--- src/rtl/dtfs_defines.svh ---
`ifndef DTFS_DEFINES_SVH
`define DTFS_DEFINES_SVH
// ****************************************
// timing figures and derived cycle counts
// ****************************************
`define DTFS_CLK_MHZ        125
`define DTFS_BLANK_US       10
`define DTFS_BLANK_CYC      (`DTFS_BLANK_US * `DTFS_CLK_MHZ)
`define DTFS_DT_MAX_NS      1000
`define DTFS_DT_MAX_CYC     ((`DTFS_DT_MAX_NS * `DTFS_CLK_MHZ) / 1000)
`define DTFS_AREC_MS        1000
`define DTFS_AREC_CYC       (`DTFS_AREC_MS * `DTFS_CLK_MHZ * 1000)
`define DTFS_SKIP_OFF_CYC   2000
`define DTFS_FAULT_CNT_RST  8'h04
// ****************************************
// dead-time option codes
// ****************************************
`define DTFS_OPT_NOFAULT    2'h0
`define DTFS_OPT_LATCH      2'h1
`define DTFS_OPT_AREC       2'h2
`define DTFS_OPT_FIXED      2'h3
`endif

--- src/rtl/dtfs_pkg.sv ---
// ****************************************
// shared types
// ****************************************
package dtfs_pkg;
	typedef enum logic [6:0] {
		DTFS_OFF   = 7'h01,
		DTFS_BLANK = 7'h02,
		DTFS_WAIT  = 7'h04,
		DTFS_RUN   = 7'h08,
		DTFS_AREC  = 7'h10,
		DTFS_LATCH = 7'h20,
		DTFS_THERM = 7'h40
	} dtfs_state_t;
	typedef enum logic [1:0] {
		DTFS_MODE_SYM   = 2'h0,
		DTFS_MODE_LIGHT = 2'h1,
		DTFS_MODE_SKIP  = 2'h2
	} dtfs_mode_t;
endpackage : dtfs_pkg

--- src/rtl/dtfs_down_timer.sv ---
`timescale 1ns/1ps
// ****************************************
// loadable down counter, done is a level
// ****************************************
module dtfs_down_timer #(
	parameter int W = 32
) (
	input  wire logic         clk_in,
	input  wire logic         rst_n_in,
	input  wire logic         load_in,
	input  wire logic [W-1:0] value_in,
	input  wire logic         run_in,
	output logic              done_out
);
	logic [W-1:0] cnt_q;
	always_ff @(posedge clk_in or negedge rst_n_in) begin
		if (!rst_n_in)
			cnt_q <= '0;
		else if (load_in)
			cnt_q <= value_in;
		else if (run_in && cnt_q != '0)
			cnt_q <= cnt_q - {{(W-1){1'b0}}, 1'b1};
	end
	assign done_out = (cnt_q == '0);
endmodule : dtfs_down_timer

--- src/rtl/dtfs_gap_ctrl.sv ---
`timescale 1ns/1ps
// ****************************************
// dead-time gap between the two switches
// ****************************************
module dtfs_gap_ctrl #(
	parameter int DT_W = 16
) (
	input  wire logic            clk_in,
	input  wire logic            rst_n_in,
	input  wire logic            enable_in,
	input  wire logic            fixed_in,
	input  wire logic [DT_W-1:0] dt_max_in,
	input  wire logic            on_done_in,
	input  wire logic            tr_hl_in,
	input  wire logic            tr_lh_in,
	output logic                 upper_q_out,
	output logic                 lower_q_out,
	output logic                 expiry_out
);
	typedef enum logic [3:0] {
		G_UP = 4'h1, G_GAP_DN = 4'h2, G_LO = 4'h4, G_GAP_UP = 4'h8
	} dtfs_gap_t;
	dtfs_gap_t    st_q;
	logic [DT_W-1:0] gap_q;
	logic         gap_end;
	logic         tr_seen;
	assign tr_seen = (st_q == G_GAP_DN) ? tr_hl_in : tr_lh_in;
	// fixed option never looks at the sensor
	assign gap_end = (!fixed_in && tr_seen) || gap_q >= dt_max_in;
	always_ff @(posedge clk_in or negedge rst_n_in) begin
		if (!rst_n_in) begin
			st_q       <= G_GAP_UP;
			gap_q      <= '0;
			expiry_out <= 1'b0;
		end else begin
			expiry_out <= 1'b0;
			if (!enable_in) begin
				st_q  <= G_GAP_UP;
				gap_q <= '0;
			end else begin
				case (st_q)
				G_UP, G_LO: begin
					gap_q <= '0;
					if (on_done_in)
						st_q <= (st_q == G_UP) ? G_GAP_DN : G_GAP_UP;
				end
				G_GAP_DN, G_GAP_UP: begin
					gap_q <= gap_q + {{(DT_W-1){1'b0}}, 1'b1};
					if (gap_end) begin
						st_q <= (st_q == G_GAP_DN) ? G_LO : G_UP;
						expiry_out <= !fixed_in && !tr_seen;
					end
				end
				default: st_q <= G_GAP_UP;
				endcase
			end
		end
	end
	assign upper_q_out = enable_in && st_q == G_UP;
	assign lower_q_out = enable_in && st_q == G_LO;
endmodule : dtfs_gap_ctrl

--- src/rtl/dtfs_sequencer.sv ---
`timescale 1ns/1ps
`include "dtfs_defines.svh"
// Notes on behaviour
// - full and medium load: both switches get equal halves of the period
// - below light-load level: minimum patterns separated by controlled off-time
// - feedback below skip threshold: quiet skip with bursts and idle gaps
// - skip burst rate regulated around a clamp, may drop at no load
// - opposite switch turns on only after the matching transition flag
// - no transition within maximum dead time forces opposite switch on
// - no-fault option: expiry only forces the switch, no fault
// - latching option: expiry without transition causes latch-off
// - auto-recovery option: expiry stops switching, restarts after recovery delay
// - counter option: fault confirmed after selected number of expiries
// - fixed option: sensor ignored, maximum dead time always, no fault
// - over-temperature stops switching at once, enters stored off state
// - over-temperature clearing performs a full restart with soft-start
// - supply-on enables brown-out, feedback, protection and front-stage blocks
// - supply-on from the off state starts blanking; faults ignored until it ends
// - while a fault persists drivers stay off in self-supply, blocks biased
// - bulk-good starts the startup current source to recharge supply
// - blanking ends with no fault: drivers enabled, application starts
// - bulk-good lost: drivers and protection bias off, front-stage stays high
// - brown-out recovery and new supply-on resume via startup and soft-start
// - protection input latches off: all but feedback disabled, self-supply
// - latch-off clears only when supply falls below its reset level
// - skip idle gaps power down all but feedback and supply management
// - auto-recovery timer counts delay before startup source re-enabled
module dtfs_sequencer #(
	parameter int        DT_W      = 16,
	parameter int        AREC_CYC  = `DTFS_AREC_CYC,
	parameter int        BLANK_CYC = `DTFS_BLANK_CYC,
	parameter int        SKIP_CYC  = `DTFS_SKIP_OFF_CYC,
	parameter int        ON_W      = 12
) (
	input  wire logic            clk_in,
	input  wire logic            arst_n_in,
	input  wire logic            supply_on_threshold_in,
	input  wire logic            supply_clear_threshold_in,
	input  wire logic            bulk_level_good_in,
	input  wire logic            thermal_shutdown_in,
	input  wire logic            overvoltage_overtemp_input_in,
	input  wire logic            fb_light_in,
	input  wire logic            fb_skip_in,
	input  wire logic [1:0]      gap_option_in,
	input  wire logic            gap_count_en_in,
	input  wire logic [7:0]      gap_fault_count_limit_in,
	input  wire logic [ON_W-1:0] on_time_in,
	input  wire logic [ON_W-1:0] light_off_time_in,
	input  wire logic            tr_upper_to_lower_in,
	input  wire logic            tr_lower_to_upper_in,
	output logic                 drv_upper_out,
	output logic                 drv_lower_out,
	output logic                 startup_source_out,
	output logic                 self_supply_mode_out,
	output logic                 bias_bo_out,
	output logic                 bias_fb_out,
	output logic                 bias_prot_out,
	output logic                 front_stage_control_output_out,
	output logic                 soft_start_req_out,
	output logic                 latched_out,
	output logic                 thermal_stored_out,
	output logic [1:0]           load_mode_out
);
	// ****************************************
	// reset release
	// ****************************************
	logic rst_s1_q, rst_n;
	always_ff @(posedge clk_in or negedge arst_n_in) begin
		if (!arst_n_in) begin
			rst_s1_q <= 1'b0;
			rst_n    <= 1'b0;
		end else begin
			rst_s1_q <= 1'b1;
			rst_n    <= rst_s1_q;
		end
	end

	// ****************************************
	// state and edge tracking
	// ****************************************
	dtfs_pkg::dtfs_state_t st_q, st_d;
	dtfs_pkg::dtfs_mode_t  mode_q;
	logic vcc_on_prev_q, vcc_on_rise;
	logic therm_q;
	logic blank_done, arec_done, skip_done;
	logic blank_load, arec_load;
	logic up_w, lo_w, expiry;
	logic [7:0] fcnt_q;
	logic dt_fault;
	logic gap_en;
	logic burst_on_q;
	logic [ON_W-1:0] ph_q;
	logic phase_done;
	logic skip_load;

	always_ff @(posedge clk_in or negedge rst_n) begin
		if (!rst_n) begin
			vcc_on_prev_q <= 1'b0;
		end else begin
			vcc_on_prev_q <= supply_on_threshold_in;
		end
	end
	assign vcc_on_rise = supply_on_threshold_in && !vcc_on_prev_q;

	// ****************************************
	// timers
	// ****************************************
	assign blank_load = vcc_on_rise;
	assign arec_load  = (st_q != dtfs_pkg::DTFS_AREC)
		&& (st_d == dtfs_pkg::DTFS_AREC);

	dtfs_down_timer #(.W(32)) u_blank (
		.clk_in   (clk_in),
		.rst_n_in (rst_n),
		.load_in  (blank_load),
		.value_in (BLANK_CYC[31:0]),
		.run_in   (1'b1),
		.done_out (blank_done)
	);
	dtfs_down_timer #(.W(32)) u_arec (
		.clk_in   (clk_in),
		.rst_n_in (rst_n),
		.load_in  (arec_load),
		.value_in (AREC_CYC[31:0]),
		.run_in   (st_q == dtfs_pkg::DTFS_AREC),
		.done_out (arec_done)
	);
	dtfs_down_timer #(.W(32)) u_skip (
		.clk_in   (clk_in),
		.rst_n_in (rst_n),
		.load_in  (skip_load),
		.value_in ((mode_q == dtfs_pkg::DTFS_MODE_LIGHT)
			? {{(32-ON_W){1'b0}}, light_off_time_in} : SKIP_CYC[31:0]),
		.run_in   (1'b1),
		.done_out (skip_done)
	);

	// ****************************************
	// dead-time fault qualification
	// ****************************************
	always_ff @(posedge clk_in or negedge rst_n) begin
		if (!rst_n)
			fcnt_q <= 8'h00;
		else if (st_q != dtfs_pkg::DTFS_RUN)
			fcnt_q <= 8'h00;
		else if (expiry && fcnt_q != 8'hff)
			fcnt_q <= fcnt_q + 8'h01;
	end
	// counter option waits for the limit; otherwise first expiry counts
	assign dt_fault = expiry && gap_option_in != `DTFS_OPT_NOFAULT
		&& gap_option_in != `DTFS_OPT_FIXED
		&& (!gap_count_en_in
			|| (fcnt_q + 8'h01) >= gap_fault_count_limit_in);

	// ****************************************
	// main sequencer
	// ****************************************
	always_comb begin
		st_d = st_q;
		case (st_q)
		dtfs_pkg::DTFS_OFF:
			if (vcc_on_rise)
				st_d = dtfs_pkg::DTFS_BLANK;
		dtfs_pkg::DTFS_BLANK:
			if (blank_done) begin
				if (bulk_level_good_in && !thermal_shutdown_in
					&& !overvoltage_overtemp_input_in)
					st_d = dtfs_pkg::DTFS_RUN;
				else if (overvoltage_overtemp_input_in)
					st_d = dtfs_pkg::DTFS_LATCH;
				else
					st_d = dtfs_pkg::DTFS_WAIT;
			end
		dtfs_pkg::DTFS_WAIT:
			if (bulk_level_good_in && !thermal_shutdown_in
				&& !overvoltage_overtemp_input_in)
				st_d = dtfs_pkg::DTFS_OFF;
		dtfs_pkg::DTFS_RUN:
			if (thermal_shutdown_in)
				st_d = dtfs_pkg::DTFS_THERM;
			else if (overvoltage_overtemp_input_in)
				st_d = dtfs_pkg::DTFS_LATCH;
			else if (!bulk_level_good_in)
				st_d = dtfs_pkg::DTFS_WAIT;
			else if (dt_fault && gap_option_in == `DTFS_OPT_LATCH)
				st_d = dtfs_pkg::DTFS_LATCH;
			else if (dt_fault && gap_option_in == `DTFS_OPT_AREC)
				st_d = dtfs_pkg::DTFS_AREC;
		dtfs_pkg::DTFS_AREC:
			if (arec_done)
				st_d = dtfs_pkg::DTFS_OFF;
		dtfs_pkg::DTFS_THERM:
			if (!thermal_shutdown_in)
				st_d = dtfs_pkg::DTFS_OFF;
		dtfs_pkg::DTFS_LATCH:
			st_d = dtfs_pkg::DTFS_LATCH;
		default:
			st_d = dtfs_pkg::DTFS_OFF;
		endcase
		// faults during blanking ignored; latch leaves only on supply loss
		if (supply_clear_threshold_in)
			st_d = dtfs_pkg::DTFS_OFF;
	end

	always_ff @(posedge clk_in or negedge rst_n) begin
		if (!rst_n)
			st_q <= dtfs_pkg::DTFS_OFF;
		else
			st_q <= st_d;
	end
	always_ff @(posedge clk_in or negedge rst_n) begin
		if (!rst_n)
			therm_q <= 1'b0;
		else
			therm_q <= (st_d == dtfs_pkg::DTFS_THERM);
	end

	// ****************************************
	// load modes and burst pacing
	// ****************************************
	always_ff @(posedge clk_in or negedge rst_n) begin
		if (!rst_n)
			mode_q <= dtfs_pkg::DTFS_MODE_SYM;
		else if (fb_skip_in)
			mode_q <= dtfs_pkg::DTFS_MODE_SKIP;
		else if (fb_light_in)
			mode_q <= dtfs_pkg::DTFS_MODE_LIGHT;
		else
			mode_q <= dtfs_pkg::DTFS_MODE_SYM;
	end

	// equal up and down phases from one on-time count
	always_ff @(posedge clk_in or negedge rst_n) begin
		if (!rst_n)
			ph_q <= '0;
		else if (up_w || lo_w)
			ph_q <= (ph_q == on_time_in) ? '0 : ph_q + 1'b1;
		else
			ph_q <= '0;
	end
	assign phase_done = (up_w || lo_w) && ph_q == on_time_in;

	// skip: burst rate held by the idle timer clamp; feedback stays low
	// longer at no load so gaps stretch and the rate falls further
	assign skip_load = burst_on_q && lo_w && phase_done
		&& mode_q != dtfs_pkg::DTFS_MODE_SYM;
	always_ff @(posedge clk_in or negedge rst_n) begin
		if (!rst_n)
			burst_on_q <= 1'b1;
		else if (mode_q == dtfs_pkg::DTFS_MODE_SYM)
			burst_on_q <= 1'b1;
		else if (skip_load)
			burst_on_q <= 1'b0;
		else if (!burst_on_q && skip_done
			&& (mode_q == dtfs_pkg::DTFS_MODE_LIGHT || !fb_skip_in))
			burst_on_q <= 1'b1;
	end

	assign gap_en = (st_q == dtfs_pkg::DTFS_RUN) && burst_on_q
		&& !thermal_shutdown_in;
	dtfs_gap_ctrl #(.DT_W(DT_W)) u_gap (
		.clk_in      (clk_in),
		.rst_n_in    (rst_n),
		.enable_in   (gap_en),
		.fixed_in    (gap_option_in == `DTFS_OPT_FIXED),
		.dt_max_in   (DT_W'(`DTFS_DT_MAX_CYC)),
		.on_done_in  (phase_done),
		.tr_hl_in    (tr_upper_to_lower_in),
		.tr_lh_in    (tr_lower_to_upper_in),
		.upper_q_out (up_w),
		.lower_q_out (lo_w),
		.expiry_out  (expiry)
	);

	// ****************************************
	// registered outputs
	// ****************************************
	always_ff @(posedge clk_in or negedge rst_n) begin
		if (!rst_n) begin
			drv_upper_out <= 1'b0;
			drv_lower_out <= 1'b0;
		end else begin
			// gated by next state so thermal trip kills drive at once
			drv_upper_out <= up_w && st_d == dtfs_pkg::DTFS_RUN;
			drv_lower_out <= lo_w && st_d == dtfs_pkg::DTFS_RUN;
		end
	end
	logic idle_gap;
	assign idle_gap = st_d == dtfs_pkg::DTFS_RUN && !burst_on_q
		&& mode_q == dtfs_pkg::DTFS_MODE_SKIP;
	always_ff @(posedge clk_in or negedge rst_n) begin
		if (!rst_n) begin
			bias_fb_out                    <= 1'b0;
			bias_bo_out                    <= 1'b0;
			bias_prot_out                  <= 1'b0;
			front_stage_control_output_out <= 1'b0;
			startup_source_out             <= 1'b1;
			self_supply_mode_out           <= 1'b0;
			soft_start_req_out             <= 1'b0;
			latched_out                    <= 1'b0;
			thermal_stored_out             <= 1'b0;
		end else begin
			bias_fb_out <= st_d != dtfs_pkg::DTFS_OFF
				|| st_q != dtfs_pkg::DTFS_OFF;
			bias_bo_out <= (st_d == dtfs_pkg::DTFS_BLANK
				|| st_d == dtfs_pkg::DTFS_WAIT
				|| st_d == dtfs_pkg::DTFS_RUN) && !idle_gap;
			bias_prot_out <= (st_d == dtfs_pkg::DTFS_BLANK
				|| st_d == dtfs_pkg::DTFS_RUN) && !idle_gap;
			front_stage_control_output_out <= (st_d == dtfs_pkg::DTFS_BLANK
				|| st_d == dtfs_pkg::DTFS_WAIT
				|| st_d == dtfs_pkg::DTFS_RUN) && !idle_gap;
			startup_source_out <= st_d == dtfs_pkg::DTFS_OFF;
			self_supply_mode_out <= st_d == dtfs_pkg::DTFS_WAIT
				|| st_d == dtfs_pkg::DTFS_AREC
				|| st_d == dtfs_pkg::DTFS_THERM
				|| st_d == dtfs_pkg::DTFS_LATCH;
			soft_start_req_out <= st_q == dtfs_pkg::DTFS_BLANK
				&& st_d == dtfs_pkg::DTFS_RUN;
			latched_out <= st_d == dtfs_pkg::DTFS_LATCH;
			thermal_stored_out <= therm_q;
		end
	end
	always_ff @(posedge clk_in or negedge rst_n) begin
		if (!rst_n)
			load_mode_out <= 2'h0;
		else
			load_mode_out <= mode_q;
	end

	// ****************************************
	// checks
	// ****************************************
	no_overlap_a: assert property (@(posedge clk_in)
		disable iff (!rst_n) !(drv_upper_out && drv_lower_out))
		else $error("both switches on");
	latch_hold_a: assert property (@(posedge clk_in)
		disable iff (!rst_n) st_q == dtfs_pkg::DTFS_LATCH
		&& !supply_clear_threshold_in |=> st_q == dtfs_pkg::DTFS_LATCH)
		else $error("latch left early");
	latch_drv_a: assert property (@(posedge clk_in)
		disable iff (!rst_n) st_q == dtfs_pkg::DTFS_LATCH
		|=> !drv_upper_out && !drv_lower_out)
		else $error("drive in latch");
	blank_ign_a: assert property (@(posedge clk_in)
		disable iff (!rst_n) st_q == dtfs_pkg::DTFS_BLANK && !blank_done
		&& !supply_clear_threshold_in |=> st_q == dtfs_pkg::DTFS_BLANK)
		else $error("fault acted in blank");
	therm_stop_a: assert property (@(posedge clk_in)
		disable iff (!rst_n) st_q == dtfs_pkg::DTFS_RUN
		&& thermal_shutdown_in |=> !drv_upper_out && !drv_lower_out)
		else $error("no thermal stop");
	bo_loss_a: assert property (@(posedge clk_in)
		disable iff (!rst_n) st_q == dtfs_pkg::DTFS_RUN
		&& !bulk_level_good_in && !thermal_shutdown_in
		&& !overvoltage_overtemp_input_in && !supply_clear_threshold_in
		|=> front_stage_control_output_out && !bias_prot_out)
		else $error("front stage dropped");
	ovp_latch_a: assert property (@(posedge clk_in)
		disable iff (!rst_n) st_q == dtfs_pkg::DTFS_RUN
		&& overvoltage_overtemp_input_in && !thermal_shutdown_in
		&& !supply_clear_threshold_in
		|=> st_q == dtfs_pkg::DTFS_LATCH && latched_out)
		else $error("no latch on protection");
	fixed_nf_a: assert property (@(posedge clk_in)
		disable iff (!rst_n) gap_option_in == `DTFS_OPT_FIXED |=> !expiry)
		else $error("fault in fixed option");
endmodule : dtfs_sequencer

--- config.mk ---
export PLATFORM = sky130hd
export DESIGN_NAME = dtfs_sequencer
export DESIGN_NICKNAME = d
export VERILOG_FILES = /design/src/rtl/dtfs_pkg.sv /design/src/rtl/dtfs_down_timer.sv /design/src/rtl/dtfs_gap_ctrl.sv /design/src/rtl/dtfs_sequencer.sv
export VERILOG_INCLUDE_DIRS = /design/src /design/src/rtl
export SDC_FILE = /design/constraint.sdc
export NUM_CORES = 1
export LEC_CHECK = 0
export ABC_AREA = 1
export BUFFER_PORTS_ARGS = -buffer_cell sky130_fd_sc_hd__buf_4
export CELL_PAD_IN_SITES_DETAIL_PLACEMENT = 0
export CELL_PAD_IN_SITES_GLOBAL_PLACEMENT = 1
export CORE_UTILIZATION = 41
export CTS_CLUSTER_DIAMETER = 80
export CTS_CLUSTER_SIZE = 16
export DETAILED_ROUTE_END_ITERATION = 10
export GPL_TIMING_DRIVEN = 0
export HOLD_SLACK_MARGIN = 0.12
export PLACE_DENSITY_LB_ADDON = 0.1
export SYNTH_ARGS = -nofsm -noshare
export SYNTH_HDL_FRONTEND = slang
export SYNTH_SLANG_ARGS = --single-unit
--- constraint.sdc ---
create_clock -name clk_in -period 4.76 [get_ports clk_in]
set_input_delay 0.952 -clock clk_in [delete_from_list [all_inputs] [get_ports clk_in]]
set_output_delay 0.952 -clock clk_in [all_outputs]
set_load 0.1 [all_outputs]
[Word-level counts from Yosys, hierarchy flattened]
Cells that the tools add are included.
Cells by class
  $add $sub $neg: 6
  order comparisons: 2
  equal/unequal tests: 33
  mux-type cells: 42
  reductions and logical operators: 67
Operators by type and width (number)
  two-way mux 32 bit: 6
  zero test 32 bit: 3
  nonzero test 32 bit: 3
  subtractor 32 x 1 -> 32 bit, second input constant: 3
  two-way mux 7 bit: 11
  case mux 7 bit (7 select lines): 1
  two-way mux 12 bit: 3
  case mux 16 bit (2 select lines): 1
  logical AND 1 bit: 30
  adder 16 x 1 -> 16 bit, second input constant: 1
  >= comparator 16 x 7 -> 1 bit, second input constant: 1
  two-way mux 16 bit: 1
  two-way mux 4 bit: 4
  two-way mux 8 bit: 2
  equality test 7 x 1 -> 1 bit, second input constant: 2
  equality test 7 x 2 -> 1 bit, second input constant: 2
  equality test 7 x 3 -> 1 bit, second input constant: 2
  equality test 7 x 4 -> 1 bit, second input constant: 2
  equality test 7 x 5 -> 1 bit, second input constant: 2
  equality test 7 x 6 -> 1 bit, second input constant: 2
  equality test 7 bit, second input constant: 2
  != test 7 x 1 -> 1 bit, second input constant: 2
  adder 12 x 1 -> 12 bit, second input constant: 1
  equality test 12 bit: 1
  25 further kinds: 62
Word-level totals
  register bits: 163
  input bits: 46
  output and inout port bits: 13
  word-level logic and storage cells: 176

[Logic depth before layout (Yosys ltp)]
  word-level depth: 17
  depth in mapped cells: 22
  depth with buffers taken out: 22

[By module]
Synthesis repeated with hierarchy kept, for this count alone.
Second synthesis, totals
  cells, all modules: 1891
  area total of the unflattened synthesis: 12344.3 um^2
Modules (own cells, without submodules)
  dtfs_down_timer: instances 3, cells each 433, area each 2653.8 um^2, sequential area each 800.8 um^2
  dtfs_sequencer: instances 1, cells each 352, area each 2690.1 um^2, sequential area each 1154.9 um^2
  dtfs_gap_ctrl: instances 1, cells each 240, area each 1692.9 um^2, sequential area each 526.8 um^2

[Least setup slack after synthesis]
Ideal clock, no wire load.
  kind: register to register
  from: reg fcnt_q[0]
  to: reg u_arec.cnt_q[15]
  library setup time: 114 ps
  arrival: 2502 ps
  data required time: 4646 ps
  path slack: 2143 ps
  cell stages (with the launch flop): 22
  path buffers: 1
  clock period less this slack: 2617 ps
  cells stage by stage: dfrtp_1 -> ha_1 -> nand3_1 -> nand3b_1 -> nor2_1 -> inv_1 -> nand2_1 -> inv_1 -> ha_1 -> nand2_1 -> nor2_1 -> nor2_1 -> nand2_1 -> nand3_1 -> nand3_1 -> inv_1 -> o211ai_2 -> nor2_1 -> inv_2 -> buf_6 -> nand3_1 -> inv_1
Between the ends
  cells in the longest elaborated chain, start to end: 15
  elaborated cells on any way between the ends: 17
  those cells by class: add/sub (1); order compare (1); eq/ne (1); mux (8); reduce/logical (6)
Ends and longest elaborated chain
  start: declaration: RTL line dtfs_sequencer.sv:88  | logic [7:0] fcnt_q;
  start signal: assignment: RTL line dtfs_sequencer.sv:147  | fcnt_q <= fcnt_q + 8'h01;
  adder 8 x 1 -> 8 bit *: RTL line dtfs_sequencer.sv:153  | || (fcnt_q + 8'h01) >= gap_fault_count_limit_in);
  >= comparator 8 bit *: RTL line dtfs_sequencer.sv:153
  logical OR 1 bit *: RTL line dtfs_sequencer.sv:153
  logical AND 1 bit *: RTL line dtfs_sequencer.sv:150  | assign dt_fault = expiry && gap_option_in != `DTFS_OPT_NOFAULT
  logical AND 1 bit (no source line)
  two-way mux 7 bit: RTL line dtfs_sequencer.sv:187  | else if (dt_fault && gap_option_in == `DTFS_OPT_AREC)
  two-way mux 7 bit *: RTL line dtfs_sequencer.sv:185  | else if (dt_fault && gap_option_in == `DTFS_OPT_LATCH)
  two-way mux 7 bit *: RTL line dtfs_sequencer.sv:183  | else if (!bulk_level_good_in)
  two-way mux 7 bit *: RTL line dtfs_sequencer.sv:181  | else if (overvoltage_overtemp_input_in)
  two-way mux 7 bit *: RTL line dtfs_sequencer.sv:179  | if (thermal_shutdown_in)
  case mux 7 bit (7 select lines) *: RTL line dtfs_sequencer.sv:160  | case (st_q)
  two-way mux 7 bit *: RTL line dtfs_sequencer.sv:201  | if (supply_clear_threshold_in)
  equality test 7 x 5 -> 1 bit *: RTL line dtfs_sequencer.sv:110  | && (st_d == dtfs_pkg::DTFS_AREC);
  logical AND 1 bit *: RTL line dtfs_sequencer.sv:110
  two-way mux 32 bit or nonzero test 2 bit (tied branches)
  end signal: assignment: RTL line dtfs_down_timer.sv:20  | cnt_q <= value_in;
  end signal: assignment: RTL line dtfs_down_timer.sv:22  | cnt_q <= cnt_q - {{(W-1){1'b0}}, 1'b1};
  end: declaration: RTL line dtfs_down_timer.sv:15  | logic [W-1:0] cnt_q;
Every way passes the cells marked *; elsewhere a longest branch is shown, timed or not.
A chain may end at the register's enable or synchronous reset.

[Final worst setup path]
  from: reg fcnt_q[0]
  to: reg u_arec.cnt_q[23]
Same word-level chain as after synthesis.

==> run_results.csv <==
group,metric,value,unit
logic_synthesis,syn_avg_cell_area,7.42,um^2
clocking,clock-root-buffer,"clkbuf_16",
timing,period_share,70.1,%
die,start_util,42.2,%
logic_synthesis,synth_seq_cells,163,
timing,setup_ws,1.42,ns
logic_synthesis,synthCells,1254,
pwr,leakage,0.00540,uW
route,first_pass_iters,5,
logic_synthesis,syn-num-nets,1317,
timing,finalHoldViolations,0,
final_layout,synthToLayoutAreaGrowth,15.5,%
critical_path,critPathKind,"flop to flop",
clocking,cts_resized,0,
die,fp.dieArea,23300,um^2
logic_synthesis,ys_seq_area_share,43.9,%
logic_synthesis,yosys_warnings,0,
clocking,htree_levels,4,
logic_synthesis,synth_most_common_cell,"nand2_1",
die,dieWidth,153,um
outcome,status,"finished, final reports clean",
critical_path,crit_fanout,10,
clocking,cts.clk_slew.worst_paths,0.07,ns
logic_synthesis,synth_common_cells,"229 x nand2_1, 217 x inv_1, 202 x nor2_1, 159 x dfrtp_1, 83 x nand3_1",
route,ant_nets,0,
critical_path,reg2reg_slack,1.42,ns
clocking,cts_buffers,17,
critical_path,cp_data_arrival_time,3.66,ns
placed_design,hpwl,16.3,mm
placed_design,place_ws,1.43,ns
critical_path,cp-start-kind,"flop",
route,drc,0,
final_layout,n_antenna_cell,0,
placed_design,numPortBuffers,58,
die,rows,54,
logic_synthesis,async_reset_ff_share,100,%
timing,drv_slew,0,
critical_path,r2r_start,"fcnt_q[0]",
global_route,overflow,0,
die,fp.coreArea,22000,um^2
route,drt-total-wl,22.0,mm
clocking,cts_tree,"built",
logic_synthesis,synth_top_cell_by_area,"dfrtp_1",
global_route,grt_pass1_wl,38.2,mm
timing,fmax,300,MHz
route,drtIter0Drc,412,
timing,final.setup.tns,0,ns
logic_synthesis,ys.flop_type,"dfrtp_1",
global_route,grt_usage,20.3,%
placed_design,placedInstanceArea,10100,um^2
timing,tightest_slew,0.852,ns
route,vias,7947,
logic_synthesis,ys_types,50,
final_layout,drive_gt1_share,9.73,%
clocking,ctsHoldBuffers,0,
clocking,clkLatencyLatePin,0.44,ns
final_layout,final_area,10700,um^2
worst_hold_path,min_path_type,"input pin to async pin",
final_layout,nets,1396,
timing,holdWs,0.289,ns
clocking,post_cts_buffers,0,
placed_design,gp_congestion,0.821,
timing,finalCriticalPeriod,3.34,ns
critical_path,reg2regPathDepth,21,
critical_path,cp-end-kind,"flop",
timing,max_slew_margin,42.7,%
timing,rsz0062_at_grt,"no",
die,die_h,153,um
route,viasPerCell,4.89,
logic_synthesis,synth_edf_count,0,
clocking,ctsLongestPathBuffers,2,
logic_synthesis,syn_area,9300,um^2
clocking,clkSinkCount,163,
die,pin_count,59,
pwr,vdd_drop_max,0.000209,V
logic_synthesis,yosysTopAreaCellShare,42.8,%
route,wire_per_inst,13.6,um
critical_path,cp.required,5.08,ns
logic_synthesis,synth_area_leaders,"dfrtp_1 43%, nand2_1 9.2%, inv_1 8.8%, nor2_1 8.2%, nand3_1 4.5%",
timing,setup_viol,0,
timing,final.setup_skew,0.0160,ns
run,cap_viol_max_count,0,
pwr,powerDensity,284,nW/um^2
global_route,grt_max_degree,65,
global_route,antenna_found_initial,0,
critical_path,timing.rr.end,"u_arec.cnt_q[23]",
global_route,grt_pass1_vias,8048,
worst max-delay path: stages, from the launching register on:
cell      delay, ns
dfrtp_1        0.42
ha_1           0.22
nand3_1        0.13
nand3b_1       0.21
nor2_1         0.15
inv_1          0.05
nand2_1        0.08
inv_1          0.05
ha_1           0.26
nand2_1        0.09
nor2_1         0.05
nor2_1         0.08
nand2_1        0.11
nand3_1        0.14
nand3_1        0.08
inv_1          0.11
o211ai_2       0.11
nor2_1         0.36
inv_2          0.20
buf_6          0.20
nand3_1        0.07
inv_1          0.04
routing by layer:
metal / vias to the layer above / GRT usage (%) / part of all wire (%)
met2: 96 / 33.2 / 46
li1: 4189 / - / -
met4: 0 / 5.58 / 1.0
met1: 3645 / 26.8 / 49
met3: 17 / 4.92 / 4.1
met5: - / 0 / 0
registers in the layout (all words and copies together) (netlist names), 2 cells and up:
| signal | cells |
|---|---|
| st_q | 7 |
| u_blank.cnt_q | 32 |
| u_arec.cnt_q | 32 |
| ph_q | 12 |
| u_gap.st_q | 4 |
| fcnt_q | 8 |
| load_mode_out | 2 |
| u_skip.cnt_q | 32 |
| u_gap.gap_q | 16 |
| mode_q | 2 |
power breakdown:
part / internal, uW / switching (uW) / total, uW
combinational: 73.3 / 131 / 204
sequential: 1420 / 32.0 / 1450
clock: 768 / 633 / 1400
total: 2260 / 795 / 3050
cell usage in the layout (no fill, tap or decap), types with 11 or more instances in the layout:
cell type    n
nand3_1     83
dfrtp_1    158
ha_1        17
nor4_1      15
nor3_1      52
nor2_1     202
xor2_1      32
buf_4       60
clkbuf_16   17
a21oi_1     52
nand2_1    229
or2_2       11
inv_1      217
xnor2_1     18
nand4_1     26
o21ai_0     67
how the worst max path moves through the flow:
| stage | start | to | slack [ns] | cells after the start |
|---|---|---|---|---|
| after detailed placement | fcnt_q[0] | u_arec.cnt_q[31] | 1.43 | 21 |
| final | fcnt_q[0] | u_arec.cnt_q[23] | 1.42 | 21 |
| after global routing | fcnt_q[0] | u_arec.cnt_q[15] | 1.04 | 21 |
| after global placement | rst_n | u_arec.cnt_q[13] | 0.81 | 0 |
| after floorplan | rst_n | bias_fb_out | 2.07 | 0 |
| after CTS | fcnt_q[0] | u_arec.cnt_q[31] | 1.38 | 21 |
through the flow:
stage | util, % | power, uW | std cells
global route | 48.8 | 3180 | 1626
floorplan | - | 1600 | 1254
CTS | 48.8 | 3100 | 1626
detailed placement | 46.1 | 1680 | 1594
global placement | 45.8 | 1670 | 1592
finish | 48.8 | 3050 | 1626
logic make-up (layout without fill, tap and decap cells):
group | Yosys count | after routing | synth area share (%)
simple gates | 639 | 639 | 30.2
buf+inv | 233 | 325 | 9.74
flops | 163 | 163 | 43.9
compound gates | 150 | 150 | 8.97
xor+xnor | 50 | 50 | 4.71
fa+ha+maj | 17 | 17 | 2.29
other cells | 1 | 1 | 0.0403
mux | 1 | 1 | 0.121
area by class of cell:
type | instances | area [um^2]
Fill cell | 2247 | 11300
Multi-Input combinational cell | 858 | 4310
Sequential cell | 163 | 4090
Inverter | 221 | 830
Timing Repair Buffer | 60 | 490
Clock buffer | 19 | 453
Tap cell | 280 | 350
Clock inverter | 13 | 143
Buffer | 12 | 76.3
Power figures use the tool's default switching activity.
